[config.mk]
export PLATFORM = sky130hd
export DESIGN_NAME = secondary_status_mem_base_regs
export DESIGN_NICKNAME = d
export VERILOG_FILES = /design/src/secondary_status_mem_base_pkg.sv /design/src/secondary_status_mem_base_regs.sv
export VERILOG_INCLUDE_DIRS = /design/src
export SDC_FILE = /design/constraint.sdc
export NUM_CORES = 1
export LEC_CHECK = 0
export BUFFER_PORTS_ARGS = -buffer_cell sky130_fd_sc_hd__buf_2
export CAP_MARGIN = 0
export CORE_MARGIN = 4
export CORE_UTILIZATION = 39
export CTS_BUF_LIST = sky130_fd_sc_hd__clkbuf_8
export DETAILED_ROUTE_END_ITERATION = 8
export PLACE_DENSITY_LB_ADDON = 0.3
export SLEW_MARGIN = 10
export SYNTH_ARGS = -nofsm -noshare
export SYNTH_HDL_FRONTEND = slang
export SYNTH_SLANG_ARGS = --single-unit
[constraint.sdc]
create_clock -name clock_i -period 1.55 [get_ports clock_i]
set_clock_uncertainty 0.1 [all_clocks]
set_input_delay 0.0775 -clock clock_i [delete_from_list [all_inputs] [get_ports clock_i]]
set_output_delay 0.0775 -clock clock_i [all_outputs]
set_load 0.02 [all_outputs]
[src/secondary_status_mem_base_defines.svh]
// constants for the secondary status and memory base register block
`ifndef SECONDARY_STATUS_MEM_BASE_DEFINES_SVH
`define SECONDARY_STATUS_MEM_BASE_DEFINES_SVH
`define STATUS_DWORD_ADDR    8'h1c
`define MEM_BASE_DWORD_ADDR  8'h20
`define STATUS_REG_OFFSET    8'h1e
`define MEM_BASE_REG_OFFSET  8'h20
`define ST_HIGH_SPEED_BIT    5
`define ST_FAST_B2B_BIT      7
`define ST_DATA_PAR_BIT      8
`define ST_DEVSEL_LO_BIT     9
`define ST_SIG_TABORT_BIT    11
`define ST_RCV_TABORT_BIT    12
`define ST_RCV_MABORT_BIT    13
`define ST_RCV_SERR_BIT      14
`define ST_DET_PERR_BIT      15
`define DEVSEL_TIMING_VALUE  2'h1
`define MEM_BASE_RESET       12'h000
`endif

[src/secondary_status_mem_base_pkg.sv]
// types for the secondary status and memory base register block
package secondary_status_mem_base_pkg;
	typedef logic [11:0] window_field_t;
	typedef logic [15:0] half_reg_t;
endpackage

[src/secondary_status_mem_base_regs.sv]
// secondary status and memory base configuration registers
`timescale 1ns/10ps
`include "secondary_status_mem_base_defines.svh"
module secondary_status_mem_base_regs
	import secondary_status_mem_base_pkg::*;
(
	// clock and reset
	input  wire logic        clock_i,
	input  wire logic        reset_i,
	// configuration access
	input  wire logic        cfg_read_i,
	input  wire logic        cfg_write_i,
	input  wire logic [7:0]  cfg_dword_addr_i,
	input  wire logic [3:0]  cfg_byte_en_n_i,
	input  wire logic [31:0] cfg_wdata_i,
	output logic      [31:0] cfg_rdata_o,
	output logic             cfg_hit_o,
	// secondary bus events
	input  wire logic        high_speed_strap_pin_i,
	input  wire logic        parity_resp_enable_i,
	input  wire logic        sec_master_active_i,
	input  wire logic        sec_perr_seen_i,
	input  wire logic        sec_parity_error_i,
	input  wire logic        sec_target_abort_sent_i,
	input  wire logic        sec_target_abort_rcvd_i,
	input  wire logic        sec_master_abort_rcvd_i,
	input  wire logic        sec_serr_seen_i,
	// memory window decode
	input  wire logic [11:0] mem_limit_i,
	input  wire logic [31:0] decode_addr_i,
	output logic             mem_window_hit_o,
	output logic [11:0]      mem_window_base_o
);
	logic          data_parity_detected;
	logic          signaled_target_abort;
	logic          received_target_abort;
	logic          received_master_abort;
	logic          received_system_error;
	logic          detected_parity_error;
	logic          strap_q;
	window_field_t memory_window_base;
	half_reg_t     secondary_bus_status;
	half_reg_t     base_half;
	logic [31:0]   next_rdata;

	// decode
	wire sel_status = cfg_dword_addr_i == `STATUS_DWORD_ADDR;
	wire sel_base   = cfg_dword_addr_i == `MEM_BASE_DWORD_ADDR;
	wire st_wr_lo   = cfg_write_i && sel_status && !cfg_byte_en_n_i[2];
	wire st_wr_hi   = cfg_write_i && sel_status && !cfg_byte_en_n_i[3];
	wire base_wr_lo = cfg_write_i && sel_base && !cfg_byte_en_n_i[0];
	wire base_wr_hi = cfg_write_i && sel_base && !cfg_byte_en_n_i[1];
	wire clr_dpar   = st_wr_hi && cfg_wdata_i[24];
	wire clr_sta    = st_wr_hi && cfg_wdata_i[27];
	wire clr_rta    = st_wr_hi && cfg_wdata_i[28];
	wire clr_rma    = st_wr_hi && cfg_wdata_i[29];
	wire clr_rse    = st_wr_hi && cfg_wdata_i[30];
	wire clr_dpe    = st_wr_hi && cfg_wdata_i[31];
	wire set_dpar   = sec_master_active_i && parity_resp_enable_i
		&& (sec_perr_seen_i || sec_parity_error_i);

	// status image
	always_comb begin
		secondary_bus_status = 16'h0000;
		secondary_bus_status[`ST_HIGH_SPEED_BIT] = strap_q;
		secondary_bus_status[`ST_FAST_B2B_BIT] = 1'b1;
		secondary_bus_status[`ST_DATA_PAR_BIT] = data_parity_detected;
		secondary_bus_status[`ST_DEVSEL_LO_BIT +: 2] = `DEVSEL_TIMING_VALUE;
		secondary_bus_status[`ST_SIG_TABORT_BIT] = signaled_target_abort;
		secondary_bus_status[`ST_RCV_TABORT_BIT] = received_target_abort;
		secondary_bus_status[`ST_RCV_MABORT_BIT] = received_master_abort;
		secondary_bus_status[`ST_RCV_SERR_BIT] = received_system_error;
		secondary_bus_status[`ST_DET_PERR_BIT] = detected_parity_error;
	end

	assign base_half = {memory_window_base, 4'h0};

	always_comb begin
		next_rdata = 32'h0000_0000;
		if (sel_status) begin
			next_rdata = {secondary_bus_status, 16'h0000};
		end else if (sel_base) begin
			next_rdata = {16'h0000, base_half};
		end
	end

	// strap sampled every clock
	always_ff @(posedge clock_i or posedge reset_i) begin
		if (reset_i) begin
			strap_q <= 1'b0;
		end else begin
			strap_q <= high_speed_strap_pin_i;
		end
	end

	// sticky flags, set wins over clear
	always_ff @(posedge clock_i or posedge reset_i) begin
		if (reset_i) begin
			data_parity_detected  <= 1'b0;
			signaled_target_abort <= 1'b0;
			received_target_abort <= 1'b0;
			received_master_abort <= 1'b0;
			received_system_error <= 1'b0;
			detected_parity_error <= 1'b0;
		end else begin
			data_parity_detected  <= set_dpar || (data_parity_detected && !clr_dpar);
			signaled_target_abort <= sec_target_abort_sent_i
				|| (signaled_target_abort && !clr_sta);
			received_target_abort <= sec_target_abort_rcvd_i
				|| (received_target_abort && !clr_rta);
			received_master_abort <= sec_master_abort_rcvd_i
				|| (received_master_abort && !clr_rma);
			received_system_error <= sec_serr_seen_i
				|| (received_system_error && !clr_rse);
			detected_parity_error <= sec_parity_error_i
				|| (detected_parity_error && !clr_dpe);
		end
	end

	// memory base, byte lanes 0 and 1
	always_ff @(posedge clock_i or posedge reset_i) begin
		if (reset_i) begin
			memory_window_base <= `MEM_BASE_RESET;
		end else begin
			if (base_wr_lo) begin
				memory_window_base[3:0] <= cfg_wdata_i[7:4];
			end
			if (base_wr_hi) begin
				memory_window_base[11:4] <= cfg_wdata_i[15:8];
			end
		end
	end

	// read data register
	always_ff @(posedge clock_i or posedge reset_i) begin
		if (reset_i) begin
			cfg_rdata_o <= 32'h0000_0000;
			cfg_hit_o   <= 1'b0;
		end else begin
			cfg_rdata_o <= cfg_read_i ? next_rdata : 32'h0000_0000;
			cfg_hit_o   <= (cfg_read_i || cfg_write_i) && (sel_status || sel_base);
		end
	end

	// window decode on 1MB granules
	always_ff @(posedge clock_i or posedge reset_i) begin
		if (reset_i) begin
			mem_window_hit_o <= 1'b0;
		end else begin
			mem_window_hit_o <= (decode_addr_i[31:20] >= memory_window_base)
				&& (decode_addr_i[31:20] <= mem_limit_i);
		end
	end

	assign mem_window_base_o = memory_window_base;

	// checks
	property p_w1c_clear;
		@(posedge clock_i) disable iff (reset_i)
		(clr_rma && !sec_master_abort_rcvd_i) |=> !received_master_abort;
	endproperty
	a_w1c_clear: assert property (p_w1c_clear) else $error("master abort flag not cleared");

	property p_zero_write_keeps;
		@(posedge clock_i) disable iff (reset_i)
		(received_system_error && st_wr_hi && !cfg_wdata_i[30]) |=> received_system_error;
	endproperty
	a_zero_write_keeps: assert property (p_zero_write_keeps) else $error("flag lost on zero write");

	property p_reserved_zero;
		@(posedge clock_i) disable iff (reset_i)
		(cfg_read_i && sel_status) |=> (cfg_rdata_o[20:16] == 5'h00 && !cfg_rdata_o[22]);
	endproperty
	a_reserved_zero: assert property (p_reserved_zero) else $error("reserved status bits set");

	property p_strap;
		@(posedge clock_i) disable iff (reset_i)
		(cfg_read_i && sel_status) |=> cfg_rdata_o[21] == $past(strap_q);
	endproperty
	a_strap: assert property (p_strap) else $error("high speed bit wrong");

	property p_fixed_bits;
		@(posedge clock_i) disable iff (reset_i)
		(cfg_read_i && sel_status) |=> (cfg_rdata_o[23] && cfg_rdata_o[26:25] == 2'h1);
	endproperty
	a_fixed_bits: assert property (p_fixed_bits) else $error("fixed status bits wrong");

	property p_parity_set;
		@(posedge clock_i) disable iff (reset_i)
		(sec_master_active_i && parity_resp_enable_i && sec_perr_seen_i) |=> data_parity_detected;
	endproperty
	a_parity_set: assert property (p_parity_set) else $error("data parity flag not set");

	property p_parity_gated;
		@(posedge clock_i) disable iff (reset_i)
		(!data_parity_detected && !parity_resp_enable_i) |=> !data_parity_detected;
	endproperty
	a_parity_gated: assert property (p_parity_gated) else $error("data parity set while disabled");

	property p_events_set;
		@(posedge clock_i) disable iff (reset_i)
		(sec_target_abort_sent_i && sec_target_abort_rcvd_i && sec_serr_seen_i)
			|=> (signaled_target_abort && received_target_abort && received_system_error);
	endproperty
	a_events_set: assert property (p_events_set) else $error("event flag not set");

	property p_detect_perr;
		@(posedge clock_i) disable iff (reset_i)
		sec_parity_error_i |=> detected_parity_error;
	endproperty
	a_detect_perr: assert property (p_detect_perr) else $error("detected parity flag not set");

	property p_base_read;
		@(posedge clock_i) disable iff (reset_i)
		(cfg_read_i && sel_base) |=> (cfg_rdata_o[3:0] == 4'h0
			&& cfg_rdata_o[15:4] == $past(memory_window_base) && cfg_rdata_o[31:16] == 16'h0000);
	endproperty
	a_base_read: assert property (p_base_read) else $error("memory base read wrong");

	property p_base_write;
		@(posedge clock_i) disable iff (reset_i)
		(base_wr_lo && base_wr_hi) |=> memory_window_base == $past(cfg_wdata_i[15:4]);
	endproperty
	a_base_write: assert property (p_base_write) else $error("memory base not written");

	property p_window;
		@(posedge clock_i) disable iff (reset_i)
		(decode_addr_i[31:20] < memory_window_base) |=> !mem_window_hit_o;
	endproperty
	a_window: assert property (p_window) else $error("hit below window base");

	property p_lane2_ro;
		@(posedge clock_i) disable iff (reset_i)
		(received_master_abort && st_wr_lo && !st_wr_hi) |=> received_master_abort;
	endproperty
	a_lane2_ro: assert property (p_lane2_ro) else $error("flag lost on lane two");

	property p_sta_hold;
		@(posedge clock_i) disable iff (reset_i)
		(signaled_target_abort && !clr_sta) |=> signaled_target_abort;
	endproperty
	a_sta_hold: assert property (p_sta_hold) else $error("target abort flag lost");

	property p_rta_set;
		@(posedge clock_i) disable iff (reset_i)
		sec_target_abort_rcvd_i |=> received_target_abort;
	endproperty
	a_rta_set: assert property (p_rta_set) else $error("received abort flag unset");

	property p_rma_set;
		@(posedge clock_i) disable iff (reset_i)
		sec_master_abort_rcvd_i |=> received_master_abort;
	endproperty
	a_rma_set: assert property (p_rma_set) else $error("master abort flag unset");

	property p_serr_set;
		@(posedge clock_i) disable iff (reset_i)
		sec_serr_seen_i |=> received_system_error;
	endproperty
	a_serr_set: assert property (p_serr_set) else $error("system error flag unset");

	property p_dpar_master;
		@(posedge clock_i) disable iff (reset_i)
		(!data_parity_detected && !sec_master_active_i) |=> !data_parity_detected;
	endproperty
	a_dpar_master: assert property (p_dpar_master) else $error("data parity set as target");

	property p_dpe_clear;
		@(posedge clock_i) disable iff (reset_i)
		(clr_dpe && !sec_parity_error_i) |=> !detected_parity_error;
	endproperty
	a_dpe_clear: assert property (p_dpe_clear) else $error("parity flag not cleared");

	property p_base_lane_lo;
		@(posedge clock_i) disable iff (reset_i)
		(base_wr_lo && !base_wr_hi) |=> ($stable(memory_window_base[11:4])
			&& memory_window_base[3:0] == $past(cfg_wdata_i[7:4]));
	endproperty
	a_base_lane_lo: assert property (p_base_lane_lo) else $error("base lane zero wrong");

	property p_base_hold;
		@(posedge clock_i) disable iff (reset_i)
		(!base_wr_lo && !base_wr_hi) |=> $stable(memory_window_base);
	endproperty
	a_base_hold: assert property (p_base_hold) else $error("base changed unwritten");

	property p_window_above;
		@(posedge clock_i) disable iff (reset_i)
		(decode_addr_i[31:20] > mem_limit_i) |=> !mem_window_hit_o;
	endproperty
	a_window_above: assert property (p_window_above) else $error("hit above limit");

	property p_window_in;
		@(posedge clock_i) disable iff (reset_i)
		((decode_addr_i[31:20] >= memory_window_base) && (decode_addr_i[31:20] <= mem_limit_i))
			|=> mem_window_hit_o;
	endproperty
	a_window_in: assert property (p_window_in) else $error("miss inside window");

	property p_hit_mapped;
		@(posedge clock_i) disable iff (reset_i)
		((cfg_read_i || cfg_write_i) && (sel_status || sel_base)) |=> cfg_hit_o;
	endproperty
	a_hit_mapped: assert property (p_hit_mapped) else $error("mapped access missed");

	property p_unmapped;
		@(posedge clock_i) disable iff (reset_i)
		((cfg_read_i || cfg_write_i) && !sel_status && !sel_base)
			|=> (!cfg_hit_o && cfg_rdata_o == 32'h0000_0000);
	endproperty
	a_unmapped: assert property (p_unmapped) else $error("unmapped access answered");

	property p_rdata_idle;
		@(posedge clock_i) disable iff (reset_i)
		!cfg_read_i |=> cfg_rdata_o == 32'h0000_0000;
	endproperty
	a_rdata_idle: assert property (p_rdata_idle) else $error("read data not idle");

	property p_status_low;
		@(posedge clock_i) disable iff (reset_i)
		(cfg_read_i && sel_status) |=> cfg_rdata_o[15:0] == 16'h0000;
	endproperty
	a_status_low: assert property (p_status_low) else $error("status low half set");
endmodule

Word level (Yosys, flattened, before mapping)
Cells that the tools add are included.
Word-level totals
  bits in registers: 53
  input port bits: 101
  output and inout port bits: 46
  word-level logic and storage cells: 58
Operators by class
  magnitude comparators: 2
  eq/ne operators: 2
  muxes and demuxes: 3
  reductions and logical operators: 39
Operator list (number)
  $mux 32: 2
  $logic_and 1x1->1: 21
  $mux 16: 1
  $ge 12x12->1: 1
  $le 12x12->1: 1
  $logic_not 1->1: 9
  $logic_or 1x1->1: 9
  $eq 8x5->1 const B: 1
  $eq 8x6->1 const B: 1

Logic depth before layout (Yosys ltp)
  depth in word-level cells: 7
  depth in mapped cells: 7
  gate-level depth less buffers: 7

Least setup slack after synthesis
No wires, ideal clock.
  kind: register to register
  start point: register memory_window_base[9], in the netlist mem_window_base_o[9]
  end point: register mem_window_hit_o
  library setup time: 127 ps
  arrival time: 1527 ps
  required time: 1323 ps
  path slack: -204 ps
  cell stages (with the launch flop): 7
  buffers on the path: 0
  period minus slack after synthesis: 1754 ps
  path through: dfrtp_1 > inv_1 > ha_1 > a21o_1 > a21o_1 > a221o_1 > a2bb2oi_1
On the way
  cells in the longest elaborated chain, start to end: 2
RTL lines
  start: declaration: line secondary_status_mem_base_regs.sv:41  | window_field_t memory_window_base;
  start signal: assignment: line secondary_status_mem_base_regs.sv:123  | memory_window_base <= `MEM_BASE_RESET;
  start signal: assignment: line secondary_status_mem_base_regs.sv:129  | memory_window_base[11:4] <= cfg_wdata_i[15:8];
  $ge 12x12->1: line secondary_status_mem_base_regs.sv:150  | mem_window_hit_o <= (decode_addr_i[31:20] >= memory_window_base)
  $logic_and 1x1->1: line secondary_status_mem_base_regs.sv:151  | && (decode_addr_i[31:20] <= mem_limit_i);
  end signal: assignment: line secondary_status_mem_base_regs.sv:150
  end: declaration: line secondary_status_mem_base_regs.sv:31  | output logic mem_window_hit_o,
No other way between the ends.
A chain may end at the register's enable or synchronous reset.

Worst setup path after layout
Ends and elaborated chain as after synthesis.

==> flow_summary.ini <==
[synthesis]
async_reset_ff_share_pct = 100
synth_fa_ha_area_share_pct = 13.7
synthTopCellsByArea = dfrtp_1, ha_1, mux2_4
synth_compound_area_share_pct = 7.74
yosys.area.top_type = dfrtp_1
ys.warnings.count = 0
synth-seq-area-share_pct = 46.7
synth_cell_type_count = 32
synth_top_family_by_area = simple AND/OR/NAND/NOR gates
synth_seq_cells = 41
yosys.area_share.simple_pct = 13.9
synth_xor_area_share_pct = 0
syn-mean-instance-area_um2 = 11.0
synth_edf_count = 0
yosysMostFrequentCell = dfrtp_1
netlist_instances = 199
synth_mux_area_share_pct = 8.20
synth.top_cell.area_share_pct = 46.7
syn_area_um2 = 2200
synthFlopType = dfrtp_1
yosys-top-cells-count = dfrtp_1, inv_1, ha_1

[critical_path]
rr_worst_depth = 6
crit_type = register to register
startpoint_type = register
endpoint_kind = register
crit_end = mem_window_hit_o
path_buf_inv = 1
crit_start = mem_window_base_o[9]
worst-path-max-fanout = 2
crit_cells = 6
crit_chain = inv_2, ha_4, a21o_1, a21o_1, a221o_1, a2bb2oi_2
r2r_slack_ps = -90
r2r_start = mem_window_base_o[9]
reg2reg_to = mem_window_hit_o
cp.arrival_ps = 1720
worstPathRequired_ps = 1620
critPathSlowestCell = dfrtp_2
cpLargestDelayFamily = compound AO/OA/AOI/OAI gates
slowest_delay_ps = 410
cpMostUsedCell = a21o_1

[drt]
route.detailed.vias_per_inst = 4.44
m1WireLength_um = 2170
drt_iter0_drc = 46
routed.top_layer = met4
wl_per_cell_um = 12.3
drt_wl_total_um = 5210
ant_nets = 0
wl_met3_um = 339
wl_met2_um = 2620
route.detailed.drc = 0
firstDrtPassIters = 4
vias = 1880

[sta]
max_freq_mhz = 608
tightest_slew_ps = 650
slew-limit-headroom_pct = 56.4
layout_setup_ws_ps = -94.5
finalSetupViolations = 1
period_needed_ps = 1640
hold_viol = 0
rsz0062_at_grt = yes
drv_slew = 0
finalCritPeriodShare_pct = 106

[global_routing]
grt_pass1_vias = 1992
grt_pass1_wl_um = 8830
track_usage_pct = 15.7
grt_max_degree = 25
grt_antenna_before_repair = 0
grt_overflow = 0

[layout]
regArea_um2 = 1030
fillCellCount = 493
layout-drive-gt1-share_pct = 43.3
final_cell_area_um2 = 3370
nets = 475
fin_util_pct = 61.7
fin_cells = 423
diodes = 0
syn_to_final_growth_pct = 53.5
multi_input_area_um2 = 1060

[hold_path]
whs_path_depth = 3
hp-start = cfg_write_i
min-delay-path-class = input pin to register

[placement]
postPlaceCellArea_um2 = 2910
portBuffers = 100
post-dp-hpwl_um = 4000
place.gp.congestion = 0.773
pre_cts_ws_ps = -293
dp_cells = 384

[cts]
cts_tree = done
clkLatencyLatePin_ps = 280
clock-sinks = 41
post_cts_buffers = 0
cts_htree_levels = 2
cts_buffer_depth = 2
cts_buffers = 5
clk_pin_slew_ps = 80
cts_root_buffer = clkbuf_8

[floorplanning]
rows = 27
core-area_um2 = 5470
die_area_um2 = 6900
die_w_um = 83.1
start_util_pct = 40.2
die_y_um = 83.1
io_pins = 147

[run_status]
violations = negative setup slack
status = finished, violations left

[pwr]
total_power_uw = 2360
p_per_area_nw_per_um2 = 698
irDropWorstVdd_mv = 0.456
leakagePower_uw = 0.00186

[flow_run]
maxCapViolCount = 0
==> cell families (layout without fill, tap and decap cells) <==
kind of cell	Yosys count	count (layout)
AOI/OAI and AO/OA	26	26
adders and majority gates	24	24
buffers and inverters	42	184
DFF	41	41
muxes	12	12
other	1	11
and+or+nand+nor	53	53
==> how the worst min path moves through the flow <==
stage / slack, ps / endpoint
finish: 30 / cfg_hit_o
detailed placement: 20 / cfg_rdata_o[21]
global placement: 10 / cfg_rdata_o[21]
CTS: 10 / cfg_hit_o
floorplan: 9 / strap_q
global route: 80 / cfg_hit_o
==> report_power, final <==
| group | internal [µW] | leakage [µW] | total [µW] | switching, µW |
|---|---|---|---|---|
| registers | 1080 | 0.000533 | 1090 | 6.95 |
| clock network | 518 | 0.0000626 | 865 | 347 |
| logic | 212 | 0.00126 | 400 | 188 |
| total | 1810 | 0.00186 | 2360 | 542 |
==> placed cells by master, fill, tap and decap left out, types with 9 or more instances in the layout <==
cell type      synthesis  routed
buf_2                  1     100
mux2_4                12      12
a21o_1                 9       9
nand2_1               12      11
inv_1                 27      26
conb_1                 1      11
dlygate4sd3_1          0      32
buf_4                 12      15
ha_1                  24      22
dfrtp_1               41      39
and2_1                19      19
==> state kept, by name, indices dropped and copies added (netlist names) <==
signal / flops
data_parity_detected: 1
mem_window_hit_o: 1
signaled_target_abort: 1
strap_q: 1
cfg_rdata_o: 20
detected_parity_error: 1
mem_window_base_o: 12
received_master_abort: 1
received_system_error: 1
cfg_hit_o: 1
received_target_abort: 1
==> tightest hold or removal path: cells and delay by family <==
kind	cells	cell delay, ps
AO/OA/AOI/OAI	2	180
buffers and inverters	1	120
==> what timing repair did <==
action | in CTS | in global routing
resized for setup | 4 | 5
hold endpoints to repair | 37 | 0
endpoints found under the setup margin | 1 | 9
pin swaps | 4 | 6
hold buffers | 32 | 0
==> metrics by stage <==
stage / setup TNS (ps) / hold slack, ps
after floorplan: -1120 / 8.93
after detailed placement: -4420 / 19.1
after CTS: -146 / 10.1
after global routing: -156 / 80.0
after global placement: -4010 / 11.8
final: -94.5 / 29.6
==> cell type report <==
cell class / count / area share, %
clock buffer: 6 / 2.45
clock inverter: 2 / 1.00
inverter: 27 / 3.00
multi-input combinational: 126 / 31.6
sequential: 41 / 30.5
tap: 72 / 2.67
timing repair buffer: 149 / 28.8
==> metal layers <==
layer  up-vias  track usage, %
met5         -               0
met3         7            4.46
met1       860            19.1
met4         0            4.75
met2        65            27.0
li1        948               -
(Power assumes the default switching activity.)
